==> config.mk <==
export PLATFORM = sky130hd
export DESIGN_NAME = sram_host_ctrl
export DESIGN_NICKNAME = d
export VERILOG_FILES = /design/src/pkg/sram_host_pkg.sv /design/src/hw/pin_sync2.sv /design/src/hw/sram_host_ctrl.sv
export SDC_FILE = /design/constraint.sdc
export NUM_CORES = 1
export LEC_CHECK = 0
export ABC_AREA = 1
export BUFFER_PORTS_ARGS = -buffer_cell sky130_fd_sc_hd__buf_2
export CORE_MARGIN = 8
export CORE_UTILIZATION = 40
export DETAILED_ROUTE_END_ITERATION = 10
export PLACE_DENSITY_LB_ADDON = 0.2
export REMOVE_ABC_BUFFERS = 1
export SETUP_SLACK_MARGIN = 0.4
export SLEW_MARGIN = 15
export SYNTH_ARGS = -nofsm -noshare
export SYNTH_HDL_FRONTEND = slang
export SYNTH_SLANG_ARGS = --single-unit
==> constraint.sdc <==
create_clock -name clk_sys -period 2.3 [get_ports clk_sys]
set_clock_uncertainty 0.15 [all_clocks]
set_input_delay 0.46 -clock clk_sys [delete_from_list [all_inputs] [get_ports clk_sys]]
set_output_delay 0.46 -clock clk_sys [all_outputs]
set_load 0.02 [all_outputs]
==> src/pkg/sram_host_pkg.sv <==
// Constants, state codes and timing counts for the asynchronous SRAM host.
// Assumes a single 10 MHz system clock; all pin timing is met in whole cycles.
package sram_host_pkg;

    ////////////////////////////////////////////////////////////////////////////
    // Clock and bus shape
    localparam int CLK_PERIOD_NS = 100;  // 10 MHz system clock
    localparam int ADDR_W = 21;          // 2M words
    localparam int DATA_W = 16;          // Two byte lanes
    localparam int SYNC_STAGES = 2;      // Data-in synchroniser depth

    ////////////////////////////////////////////////////////////////////////////
    // Pin timing in ns, slow grade taken so both grades are covered
    localparam int T_RC_NS = 12;   // Read cycle, least
    localparam int T_AA_NS = 12;   // Address access, longest
    localparam int T_HZ_NS = 6;    // Float after release, longest
    localparam int T_WC_NS = 12;   // Write cycle, least
    localparam int T_WP_NS = 9;    // Write pulse with output gate high, least
    localparam int T_DW_NS = 7;    // Data setup before end of write, least

    // Least times round up to whole cycles, never under one
    function automatic int ns_to_cyc(input int ns);
        int c;
        c = (ns + CLK_PERIOD_NS - 1) / CLK_PERIOD_NS;
        return (c < 1) ? 1 : c;
    endfunction

    localparam int RC_CYC = ns_to_cyc(T_RC_NS);
    localparam int AA_CYC = ns_to_cyc(T_AA_NS);
    localparam int HZ_CYC = ns_to_cyc(T_HZ_NS);
    localparam int WC_CYC = ns_to_cyc(T_WC_NS);
    localparam int WP_CYC = ns_to_cyc(T_WP_NS);
    localparam int DW_CYC = ns_to_cyc(T_DW_NS);
    // Strobe low long enough for both pulse width and data setup
    localparam int WR_LOW_CYC = (WP_CYC > DW_CYC) ? WP_CYC : DW_CYC;
    // Read strobes held through access plus the input synchroniser
    localparam int RD_HOLD_CYC = ((AA_CYC > RC_CYC) ? AA_CYC : RC_CYC) + SYNC_STAGES;

    ////////////////////////////////////////////////////////////////////////////
    // Controller states, one-hot
    typedef enum logic [5:0] {
        ST_IDLE     = 6'h01,
        ST_RD_ACT   = 6'h02,
        ST_TURN     = 6'h04,
        ST_WR_SETUP = 6'h08,
        ST_WR_PULSE = 6'h10,
        ST_WR_END   = 6'h20
    } ctrl_state_type;

    // Idle pin levels
    localparam logic PIN_INACTIVE = 1'b1;  // All strobes active low

endpackage

==> src/hw/pin_sync2.sv <==
// Two-flop synchroniser for a bus of pin inputs.
// Assumes the bus is quiet while sampled, as a held SRAM read word is.
`timescale 1ns/1ps
module pin_sync2 #(
    parameter int W = 16
) (
    // Clock and reset
    input wire logic clk_sys,
    input wire logic resetn,
    // Pin side
    input wire logic [W-1:0] d,
    // Logic side
    output logic [W-1:0] q
);

    // Both stages in one record; the first is read by the second only
    typedef struct packed {
        logic [W-1:0] meta;  // First stage, may go metastable
        logic [W-1:0] q;  // Second stage, safe to use
    } sync_type;

    // Current and next stages
    sync_type st_ff;
    sync_type nxt_st;

    ////////////////////////////////////////////////////////////////////////////
    // Shift one stage per clock
    always_comb begin
        nxt_st.meta = d;
        nxt_st.q = st_ff.meta;
    end

    ////////////////////////////////////////////////////////////////////////////
    // Both stages clear on reset
    always_ff @(posedge clk_sys) begin
        if (!resetn) begin
            st_ff <= '0;
        end else begin
            st_ff <= nxt_st;
        end
    end

    assign q = st_ff.q;

endmodule

==> src/hw/sram_host_ctrl.sv <==
// Host controller driving an asynchronous 2M x 16 static memory by its pins.
// Assumes one request at a time from user logic on clk_sys, and that the
// testbench resolves the shared data wire from sram_dq_oe.
`timescale 1ns/1ps
module sram_host_ctrl #(
    parameter int ADDR_W = sram_host_pkg::ADDR_W,
    parameter int DATA_W = sram_host_pkg::DATA_W
) (
    // Clock and reset
    input wire logic clk_sys,
    input wire logic resetn,
    // User request
    input wire logic req_valid,
    output logic req_ready,
    input wire logic req_write,
    input wire logic [ADDR_W-1:0] req_addr,
    input wire logic [DATA_W-1:0] req_wdata,
    input wire logic [1:0] req_be,
    // User answer
    output logic rsp_valid,
    output logic [DATA_W-1:0] rsp_rdata,
    // Memory control pins
    output logic [ADDR_W-1:0] sram_addr,
    output logic sram_cs_n,
    output logic sram_we_n,
    output logic sram_oe_n,
    output logic low_byte_sel_n,
    output logic high_byte_sel_n,
    // Memory data pins, split into three signals
    input wire logic [DATA_W-1:0] sram_dq_in,
    output logic [DATA_W-1:0] sram_dq_out,
    output logic sram_dq_oe
);

    ////////////////////////////////////////////////////////////////////////////
    // All controller state in one record
    typedef struct packed {
        sram_host_pkg::ctrl_state_type state;  // Sequencer
        logic [3:0] cnt;                       // Cycles left in a phase
        logic req_ready;                       // Accepting a request
        logic rsp_valid;                       // Answer pulse
        logic is_write;                        // Kind of current access
        logic [DATA_W-1:0] rdata;              // Captured read word
        logic [ADDR_W-1:0] addr;               // Address pins
        logic cs_n;                            // Chip select pin
        logic we_n;                            // Write strobe pin
        logic oe_n;                            // Output gate pin
        logic lo_lane_n;                       // Low lane pin
        logic hb_n;                            // High lane pin
        logic [DATA_W-1:0] dq_out;             // Write data
        logic dq_oe;                           // Data bus drive enable
    } ctrl_type;

    // Current and next state
    ctrl_type st_ff;
    ctrl_type nxt_st;
    // Read data after two flops
    logic [DATA_W-1:0] dq_sync;

    // Request taken this cycle
    logic take;
    assign take = req_valid && st_ff.req_ready;

    ////////////////////////////////////////////////////////////////////////////
    // Data-in synchroniser; the pins are asynchronous to clk_sys
    pin_sync2 #(
        .W(DATA_W)
    ) u_dq_sync (
        .clk_sys(clk_sys),
        .resetn(resetn),
        .d(sram_dq_in),
        .q(dq_sync)
    );

    ////////////////////////////////////////////////////////////////////////////
    // Reset value: deselected, strobes high, bus floating, ready
    function automatic ctrl_type idle_value();
        ctrl_type v;
        v = '0;
        v.state = sram_host_pkg::ST_IDLE;
        v.req_ready = 1'b1;
        v.cs_n = sram_host_pkg::PIN_INACTIVE;
        v.we_n = sram_host_pkg::PIN_INACTIVE;
        v.oe_n = sram_host_pkg::PIN_INACTIVE;
        v.lo_lane_n = sram_host_pkg::PIN_INACTIVE;
        v.hb_n = sram_host_pkg::PIN_INACTIVE;
        return v;
    endfunction

    ////////////////////////////////////////////////////////////////////////////
    // Sequencer
    always_comb begin
        nxt_st = st_ff;
        nxt_st.rsp_valid = 1'b0;
        unique case (st_ff.state)
            sram_host_pkg::ST_IDLE: begin
                if (take) begin
                    // Address, lanes and select set while the write strobe is still high
                    nxt_st.req_ready = 1'b0;
                    nxt_st.is_write = req_write;
                    nxt_st.addr = req_addr;
                    nxt_st.lo_lane_n = ~req_be[0];
                    nxt_st.hb_n = ~req_be[1];
                    nxt_st.cs_n = 1'b0;
                    nxt_st.we_n = 1'b1;
                    if (req_write) begin
                        // Output gate kept high so the shorter pulse applies
                        nxt_st.oe_n = 1'b1;
                        nxt_st.dq_out = req_wdata;
                        // Memory floated: gate high since the last turnaround
                        nxt_st.dq_oe = 1'b1;
                        nxt_st.state = sram_host_pkg::ST_WR_SETUP;
                    end else begin
                        nxt_st.oe_n = 1'b0;
                        nxt_st.dq_oe = 1'b0;
                        nxt_st.cnt = 4'(sram_host_pkg::RD_HOLD_CYC - 1);
                        nxt_st.state = sram_host_pkg::ST_RD_ACT;
                    end
                end
            end
            sram_host_pkg::ST_RD_ACT: begin
                // Pins held; address stays put for the whole read
                if (st_ff.cnt == 4'h0) begin
                    nxt_st.rdata = dq_sync;
                    nxt_st.rsp_valid = 1'b1;
                    nxt_st.cs_n = 1'b1;
                    nxt_st.oe_n = 1'b1;
                    nxt_st.lo_lane_n = 1'b1;
                    nxt_st.hb_n = 1'b1;
                    // Wait out the memory's float time before any drive
                    nxt_st.cnt = 4'(sram_host_pkg::HZ_CYC - 1);
                    nxt_st.state = sram_host_pkg::ST_TURN;
                end else begin
                    nxt_st.cnt = st_ff.cnt - 4'h1;
                end
            end
            sram_host_pkg::ST_WR_SETUP: begin
                // Address, select, lanes and data stood one cycle already
                nxt_st.we_n = 1'b0;
                nxt_st.cnt = 4'(sram_host_pkg::WR_LOW_CYC - 1);
                nxt_st.state = sram_host_pkg::ST_WR_PULSE;
            end
            sram_host_pkg::ST_WR_PULSE: begin
                if (st_ff.cnt == 4'h0) begin
                    // End of write by strobe and select together
                    nxt_st.we_n = 1'b1;
                    nxt_st.cs_n = 1'b1;
                    nxt_st.state = sram_host_pkg::ST_WR_END;
                end else begin
                    nxt_st.cnt = st_ff.cnt - 4'h1;
                end
            end
            sram_host_pkg::ST_WR_END: begin
                // Address, data and lanes held past the end of write
                nxt_st.dq_oe = 1'b0;
                nxt_st.lo_lane_n = 1'b1;
                nxt_st.hb_n = 1'b1;
                nxt_st.rsp_valid = 1'b1;
                nxt_st.req_ready = 1'b1;
                nxt_st.state = sram_host_pkg::ST_IDLE;
            end
            sram_host_pkg::ST_TURN: begin
                if (st_ff.cnt == 4'h0) begin
                    nxt_st.req_ready = 1'b1;
                    nxt_st.state = sram_host_pkg::ST_IDLE;
                end else begin
                    nxt_st.cnt = st_ff.cnt - 4'h1;
                end
            end
            default: begin
                // Illegal code: back to a safe idle
                nxt_st = idle_value();
            end
        endcase
    end

    ////////////////////////////////////////////////////////////////////////////
    // State register, synchronous reset
    always_ff @(posedge clk_sys) begin
        if (!resetn) begin
            st_ff <= idle_value();
        end else begin
            st_ff <= nxt_st;
        end
    end

    ////////////////////////////////////////////////////////////////////////////
    // Outputs straight from state flops
    assign req_ready = st_ff.req_ready;
    assign rsp_valid = st_ff.rsp_valid;
    assign rsp_rdata = st_ff.rdata;
    assign sram_addr = st_ff.addr;
    assign sram_cs_n = st_ff.cs_n;
    assign sram_we_n = st_ff.we_n;
    assign sram_oe_n = st_ff.oe_n;
    assign low_byte_sel_n = st_ff.lo_lane_n;
    assign high_byte_sel_n = st_ff.hb_n;
    assign sram_dq_out = st_ff.dq_out;
    assign sram_dq_oe = st_ff.dq_oe;

endmodule

==> metrics.yaml, run 1 <==
run_status: "finished, final reports clean"
swShare: 0.431
vias_per_cell: 4.63
timing.setup.critical_path_class: "reg2reg"
hold_viol: 0
crit_required_ps: 2390
cts_post_setup_buffers_inserted: 0
netlist-cell-type-count: 22
fp.dieH_um: 122
setup.worst_path.start_class: "flop"
grt_remaining_overflow: 0
critical_path.endpoint_type: "flop"
grt_first_pass_wirelength_um: 17000
postSynthAreaPerCell_um2: 7.28
register_to_register_setup_slack_ps: 540
setup_ws_final_ps: 542
combinational_family_with_the_most_area_after_synthesis: "simple AND/OR/NAND/NOR gates"
proportion_of_layout_cells_with_a_drive_suffix_above_1: 0.250
ctsResizeCount: 0
cts.sinks: 103
p_seq_frac: 0.348
post-route-cell-area_um2: 5200
peakVddDrop_uv: 871
layout.filler_cells: 1137
yosysTopAreaCell: "sky130_fd_sc_hd__dfxtp_1"
slew_viol_final: 0
detailed_place.area_um2: 4860
synth.yosys.seq_area_share: 0.457
drt_iter0_drc: 210
cts.path.max_buffers: 2
area.growth.synth_to_final_pct: 15.1
multi_input_comb_area_um2: 1650
clkTransAtPathRegs_ps: 80
synth_top_cell_area_share: 0.457
drv.max_cap_violation_count: 0
timing_worst_slew_pin_value_ps: 483
finalHoldWorstSlack_ps: 140
yosys.area_share.simple: 0.282
net-switching-power_w: 0.00317
synthXorXnorAreaFrac: 0.00388
worstPathCellList: "nor2_4 > nand3_2 > nor2_1 > nor2_2 > nand2_4 > buf_6 > o21ai_1 > nor2_1"
post-place-ws_ps: 451
crit_path_frequent_cell: "sky130_fd_sc_hd__nor2_1"
antennaDiodeCount: 0
final-seq-area_um2: 2060
detailedRoute.firstPassIterationCount: 4
synth.area.mux_share: 0
internal_power_w: 0.00418
die-area_um2: 14900
worst_skew_pair.late_latency_ps: 340
drt-total-wl_um: 10300
min_period_ps: 1760
final.period_utilization: 0.765
first_global_vias: 3668
synthesis.area_um2: 4510
synthTopCellsByArea: "sky130_fd_sc_hd__dfxtp_1 46%, sky130_fd_sc_hd__nand2_1 10%, sky130_fd_sc_hd__buf_4 9.5%, sky130_fd_sc_hd__nor2_1 8.1%, sky130_fd_sc_hd__inv_1 6.0%"
maxClockFrequency_mhz: 569
tritoncts_clock_tree: "done"
finish.net_count: 740
initial_core_util: 0.413
worstPathMaxFanout: 15
clock_power_share: 0.204
combinational_power_share: 0.448
cp_slowest_stage_delay_ps: 420
cts-buffers-inserted: 9
synth-adder-area-share: 0.00277
drc_errors: 0
ant_nets: 0
vias_after_detailed_routing: 3821
grt_antenna_before_repair: 0
slowest_stage: "sky130_fd_sc_hd__dfxtp_1"
synthesis.yosys.warnings: 0
globalplace.congestion: 0.868
synthesis.instances: 620
timing.final.setup_violations: 0
core_region_area_um2: 10900
timing.critical_path.arrival_ps: 1850
setup_repair_after_global_routing_missed_its_margin: "yes"
io_buffer_count: 119
leakage_component_of_the_power_nw: 2.76
cts_max_level: 3
rows: 38
min_path_type: "in2reg"
postSynthRegisterBits: 103
layout.core_utilization: 0.475
power-per-cell-area_nw_per_um2: 1410
post_drt_wl_per_cell_um: 12.5
top_level_ports: 120
grt_usage: 0.136
synth-compound-area-share: 0.0710
max_slew_margin: 0.678
die_w_um: 122
grt_max_degree: 53
place.detailed.hpwl_um: 7410
cts-root-buf: "sky130_fd_sc_hd__clkbuf_16"
ctsHoldBuffers: 0
## cells in the mapped netlist
master,number
sky130_fd_sc_hd__nand2_1,120
sky130_fd_sc_hd__dfxtp_1,103
sky130_fd_sc_hd__nor2_1,98
sky130_fd_sc_hd__inv_1,72
sky130_fd_sc_hd__buf_4,57
sky130_fd_sc_hd__a21oi_1,43
sky130_fd_sc_hd__nand3_1,37
sky130_fd_sc_hd__nand4_1,22
sky130_fd_sc_hd__o21ai_1,20
sky130_fd_sc_hd__clkbuf_1,15
sky130_fd_sc_hd__buf_2,10
sky130_fd_sc_hd__nand3_2,5
sky130_fd_sc_hd__nor2_2,4
sky130_fd_sc_hd__inv_2,3
sky130_fd_sc_hd__nand2_2,2
sky130_fd_sc_hd__nor2_4,2
sky130_fd_sc_hd__xor2_1,2
sky130_fd_sc_hd__buf_6,1
sky130_fd_sc_hd__clkinv_1,1
sky130_fd_sc_hd__ha_1,1
sky130_fd_sc_hd__nor2_8,1
sky130_fd_sc_hd__o21ai_0,1
## metal layers
metal / vias to the layer above / track usage / part of all wire
met3: 10 / 0.0395 / 0.062
li1: 1992 / - / -
met4: 0 / 0.0327 / 0.0094
met5: - / 0 / 0
met2: 93 / 0.226 / 0.47
met1: 1726 / 0.171 / 0.46
## power by group through the flow
stage | clock [W] | combinational, W | sequential, W
floorplan | 0 | 0.00161 | 0.00312
detailed placement | 0 | 0.00329 | 0.00259
global route | 0.00162 | 0.00368 | 0.00262
global placement | 0 | 0.00325 | 0.00260
finish | 0.00150 | 0.00329 | 0.00256
CTS | 0.00154 | 0.00329 | 0.00256
## stage by stage
step / power, W / TNS [ps] / instances
after CTS: 0.00740 / 0 / 825
after detailed placement: 0.00588 / 0 / 809
after global placement: 0.00584 / 0 / 809
after global routing: 0.00792 / 0 / 825
after floorplan: 0.00473 / -1830 / 537
final: 0.00735 / 0 / 825
## cells by family (layout without fill, tap and decap cells)
family	Yosys count	in the layout
simple gates	291	291
buf+inv	159	224
flops	103	103
compound gates	64	64
xor+xnor	2	2
fa+ha+maj	1	1
## cell type report
cell class / instances / area share
flip-flops and latches: 103 / 0.397
multi-input cells: 358 / 0.318
repair buffers: 132 / 0.139
inverters: 76 / 0.0554
clock buffers: 9 / 0.0433
well taps: 140 / 0.0337
clock inverters: 7 / 0.0140
## flip-flops by register name (all words and copies together), names as in the netlist
name and cells:
req_ready 1, u_dq_sync.nxt_st 16, sram_addr 21, sram_dq_out 16, sram_cs_n 1, rsp_rdata 16, sram_oe_n 1, high_byte_sel_n 1
u_dq_sync.q 16, st_ff 10, low_byte_sel_n 1, rsp_valid 1, sram_dq_oe 1, sram_we_n 1
## cell usage in the layout (no fill, tap or decap)
cell type	instances
sky130_fd_sc_hd__buf_2	119
sky130_fd_sc_hd__nand2_1	118
sky130_fd_sc_hd__dfxtp_1	102
sky130_fd_sc_hd__nor2_1	95
sky130_fd_sc_hd__inv_1	72
sky130_fd_sc_hd__a21oi_1	43
sky130_fd_sc_hd__nand3_1	37
sky130_fd_sc_hd__nand4_1	22
sky130_fd_sc_hd__o21ai_1	20
sky130_fd_sc_hd__buf_4	10
sky130_fd_sc_hd__clkbuf_16	9
sky130_fd_sc_hd__nor2_2	6
sky130_fd_sc_hd__nand3_2	4
sky130_fd_sc_hd__nor2_4	3
sky130_fd_sc_hd__nand2_2	3
sky130_fd_sc_hd__inv_2	2
sky130_fd_sc_hd__xor2_1	2
sky130_fd_sc_hd__inv_8	2
sky130_fd_sc_hd__clkinv_4	2
sky130_fd_sc_hd__buf_12	2
sky130_fd_sc_hd__nor2_8	1
sky130_fd_sc_hd__nand3_4	1
sky130_fd_sc_hd__clkinv_1	1
sky130_fd_sc_hd__nand2_4	1
sky130_fd_sc_hd__inv_4	1
sky130_fd_sc_hd__o21ai_0	1
sky130_fd_sc_hd__ha_1	1
sky130_fd_sc_hd__clkinv_8	1
sky130_fd_sc_hd__inv_6	1
sky130_fd_sc_hd__clkinvlp_4	1
sky130_fd_sc_hd__buf_6	1
sky130_fd_sc_hd__dfxtp_2	1
## worst max-delay path, delay by kind of cell (launching register included)
family / cells / cell delay [ps]
simple gates: 6 / 780
buf+inv: 1 / 180
flops: 1 / 420
compound gates: 1 / 130
## final timing paths
kind,from,endpoint,cells after the start
setup / recovery,st_ff[69],sram_addr[8],8
hold / removal,sram_dq_in[6],u_dq_sync.nxt_st[6],3
setup reg to reg,st_ff[69],sram_addr[8],8
hold reg to reg,u_dq_sync.nxt_st[3],u_dq_sync.q[3],2
No activity file was read; power rests on OpenSTA's default activity.
==> run 2, diff against run 1 <==
clock period = 1.5 ns   (was 2.3 ns; I/O delays follow)
==> metrics.yaml, run 2 (synthesized netlist as in run 1, its figures left out) <==
worst_skew_pair.late_latency_ps: 350  # about the same
setup_repair_after_global_routing_missed_its_margin: "yes"
finish.net_count: 829  # +12%
drv.max_cap_violation_count: 0  # unchanged
clkTransAtPathRegs_ps: 80  # about the same
run_status: "finished, violations left"
layout.cells.most_common_list: "103 x sky130_fd_sc_hd__nand2_1, 85 x sky130_fd_sc_hd__buf_6, 72 x sky130_fd_sc_hd__nor2_1"
grt_remaining_overflow: 0  # unchanged
r2r_start: "st_ff[71]"
crit_required_ps: 1620  # -770 ps
min_period_ps: 1750  # -8.31 ps
setup_ws_final_ps: -250  # -792 ps
timing_worst_slew_pin_value_ps: 535  # +52.1 ps
peakVddDrop_uv: 1120  # +29%
finalHoldWorstSlack_ps: -5.23  # -145 ps
drc_errors: 0  # unchanged
tritoncts_clock_tree: "done"
timing.critical_path.arrival_ps: 1870  # +20 ps
globalplace.congestion: 0.928  # +6.9%
grt_max_degree: 62  # +17%
layout.filler_cells: 861  # -24%
min_path_type: "in2reg"
layout.core_utilization: 0.663  # +0.188
rows: 38  # unchanged
first_global_vias: 4194  # +14%
post-route-cell-area_um2: 7250  # +40%
antennaDiodeCount: 0  # unchanged
ant_nets: 0  # unchanged
place.detailed.hpwl_um: 7790  # +5.2%
cts_max_level: 3  # unchanged
critical_path.endpoint_type: "flop"
worstPathMaxFanout: 8  # -7
grt_usage: 0.168  # +0.0314
drt_iter0_drc: 261  # +24%
final_common_cell: "sky130_fd_sc_hd__nand2_1"
post_drt_wl_per_cell_um: 15.6  # +25%
initial_core_util: 0.413  # unchanged
drt-total-wl_um: 14300  # +38%
leakage_component_of_the_power_nw: 3.54  # +28%
grt_first_pass_wirelength_um: 20300  # +20%
power-per-cell-area_nw_per_um2: 2210  # +56%
vias_per_cell: 4.86  # +5.0%
timing.setup.critical_path_class: "reg2reg"
detailed_place.area_um2: 5140  # +5.7%
cts-root-buf: "sky130_fd_sc_hd__clkbuf_16"
largest_register_ffs: 21  # unchanged
area.growth.synth_to_final_pct: 60.6
detailedRoute.firstPassIterationCount: 5  # +1
cts.sinks: 103  # unchanged
fp.dieH_um: 122  # unchanged
cts-buffers-inserted: 9  # unchanged
hold_viol: 1  # +1
proportion_of_layout_cells_with_a_drive_suffix_above_1: 0.547  # +0.297
vias_after_detailed_routing: 4443  # +16%
timing.final.setup_violations: 70  # +70
path_depth_of_the_worst_reg2reg_path: 9  # +1
setup.worst_path.start_class: "flop"
core_region_area_um2: 10900  # unchanged
slew_viol_final: 0  # unchanged
grt_antenna_before_repair: 0  # unchanged
die_w_um: 122  # unchanged
regToRegEndpoint: "sram_dq_out[14]"
min_delay_worst_endpoint: "u_dq_sync.nxt_st[5]"
failed_checks: "hold timing, setup timing"
io_buffer_count: 119  # unchanged
hp-start: "sram_dq_in[5]"
register_to_register_setup_slack_ps: -250  # -790 ps
top_level_ports: 120  # unchanged
hold-path-cell-count: 3  # unchanged
die-area_um2: 14900  # unchanged
max_slew_margin: 0.643  # -0.0351
final.period_utilization: 1.17  # +0.402
maxClockFrequency_mhz: 571  # +0.47%
cts.path.max_buffers: 2  # unchanged
[run 2: critical path, cell delays in order, from the launching register on]
cell and delay (ps):
sky130_fd_sc_hd__dfxtp_4 360, sky130_fd_sc_hd__nor2_4 160, sky130_fd_sc_hd__buf_6 140, sky130_fd_sc_hd__nand3_4 120
sky130_fd_sc_hd__nor2_2 160, sky130_fd_sc_hd__inv_2 90, sky130_fd_sc_hd__nand3_4 120, sky130_fd_sc_hd__clkbuf_16 160
sky130_fd_sc_hd__nand2_1 60, sky130_fd_sc_hd__a21oi_1 150
[run 2: routing by layer]
metal  GRT usage  vias up  wire [um]
li1            -     2175          -
met1       0.192     2102       5650
met2       0.296      142       7500
met3      0.0409       24        812
met4      0.0632        0        328
met5           0        -          0
[run 2: worst max path at each step]
stage / start / endpoint / cells past startpoint / slack (ps)
after floorplan: st_ff[71] / rsp_rdata[0] / 7 / -910
after global placement: st_ff[62] / st_ff[67] / 11 / -220
after detailed placement: st_ff[62] / st_ff[67] / 11 / -230
after CTS: st_ff[71] / sram_addr[16] / 9 / -110
after global routing: st_ff[66] / rsp_rdata[13] / 8 / -280
final: st_ff[71] / sram_dq_out[14] / 9 / -250
[run 2: layout make-up]
class	instances	area, um2	share of cell area
Clock buffer	10	239	0.0330
Clock inverter	6	115	0.0159
Inverter	76	302	0.0416
Multi-Input combinational cell	358	2190	0.302
Sequential cell	103	2150	0.297
Tap cell	140	175	0.0242
Timing Repair Buffer	221	2080	0.287
[run 2: what timing repair did]
| action | in CTS | in global routing |
|---|---|---|
| endpoints found under the setup margin | 132 | 132 |
| hold buffers | 13 | 0 |
| cloned | 2 | 5 |
| endpoints found under the hold margin | 13 | 0 |
| setup buffers | 20 | 19 |
| resized for setup | 252 | 128 |
| pin swaps | 21 | 32 |
[run 2: stage by stage]
step                      setup TNS, ps  cells  power [W]  setup slack, ps
after floorplan                  -35540    537    0.00725             -914
after CTS                         -5260    890     0.0144             -106
after detailed placement         -11180    839    0.00951             -229
after global routing             -14810    914     0.0169             -283
after global placement           -10160    839    0.00940             -217
final                            -11080    914     0.0160             -250
[run 2: power by group]
| group | leakage [nW] | internal [W] | switching, W |
|---|---|---|---|
| clock | 0.175 | 0.00169 | 0.00108 |
| combinational | 2.49 | 0.00431 | 0.00464 |
| sequential | 0.870 | 0.00368 | 0.000615 |
| total | 3.54 | 0.00968 | 0.00633 |
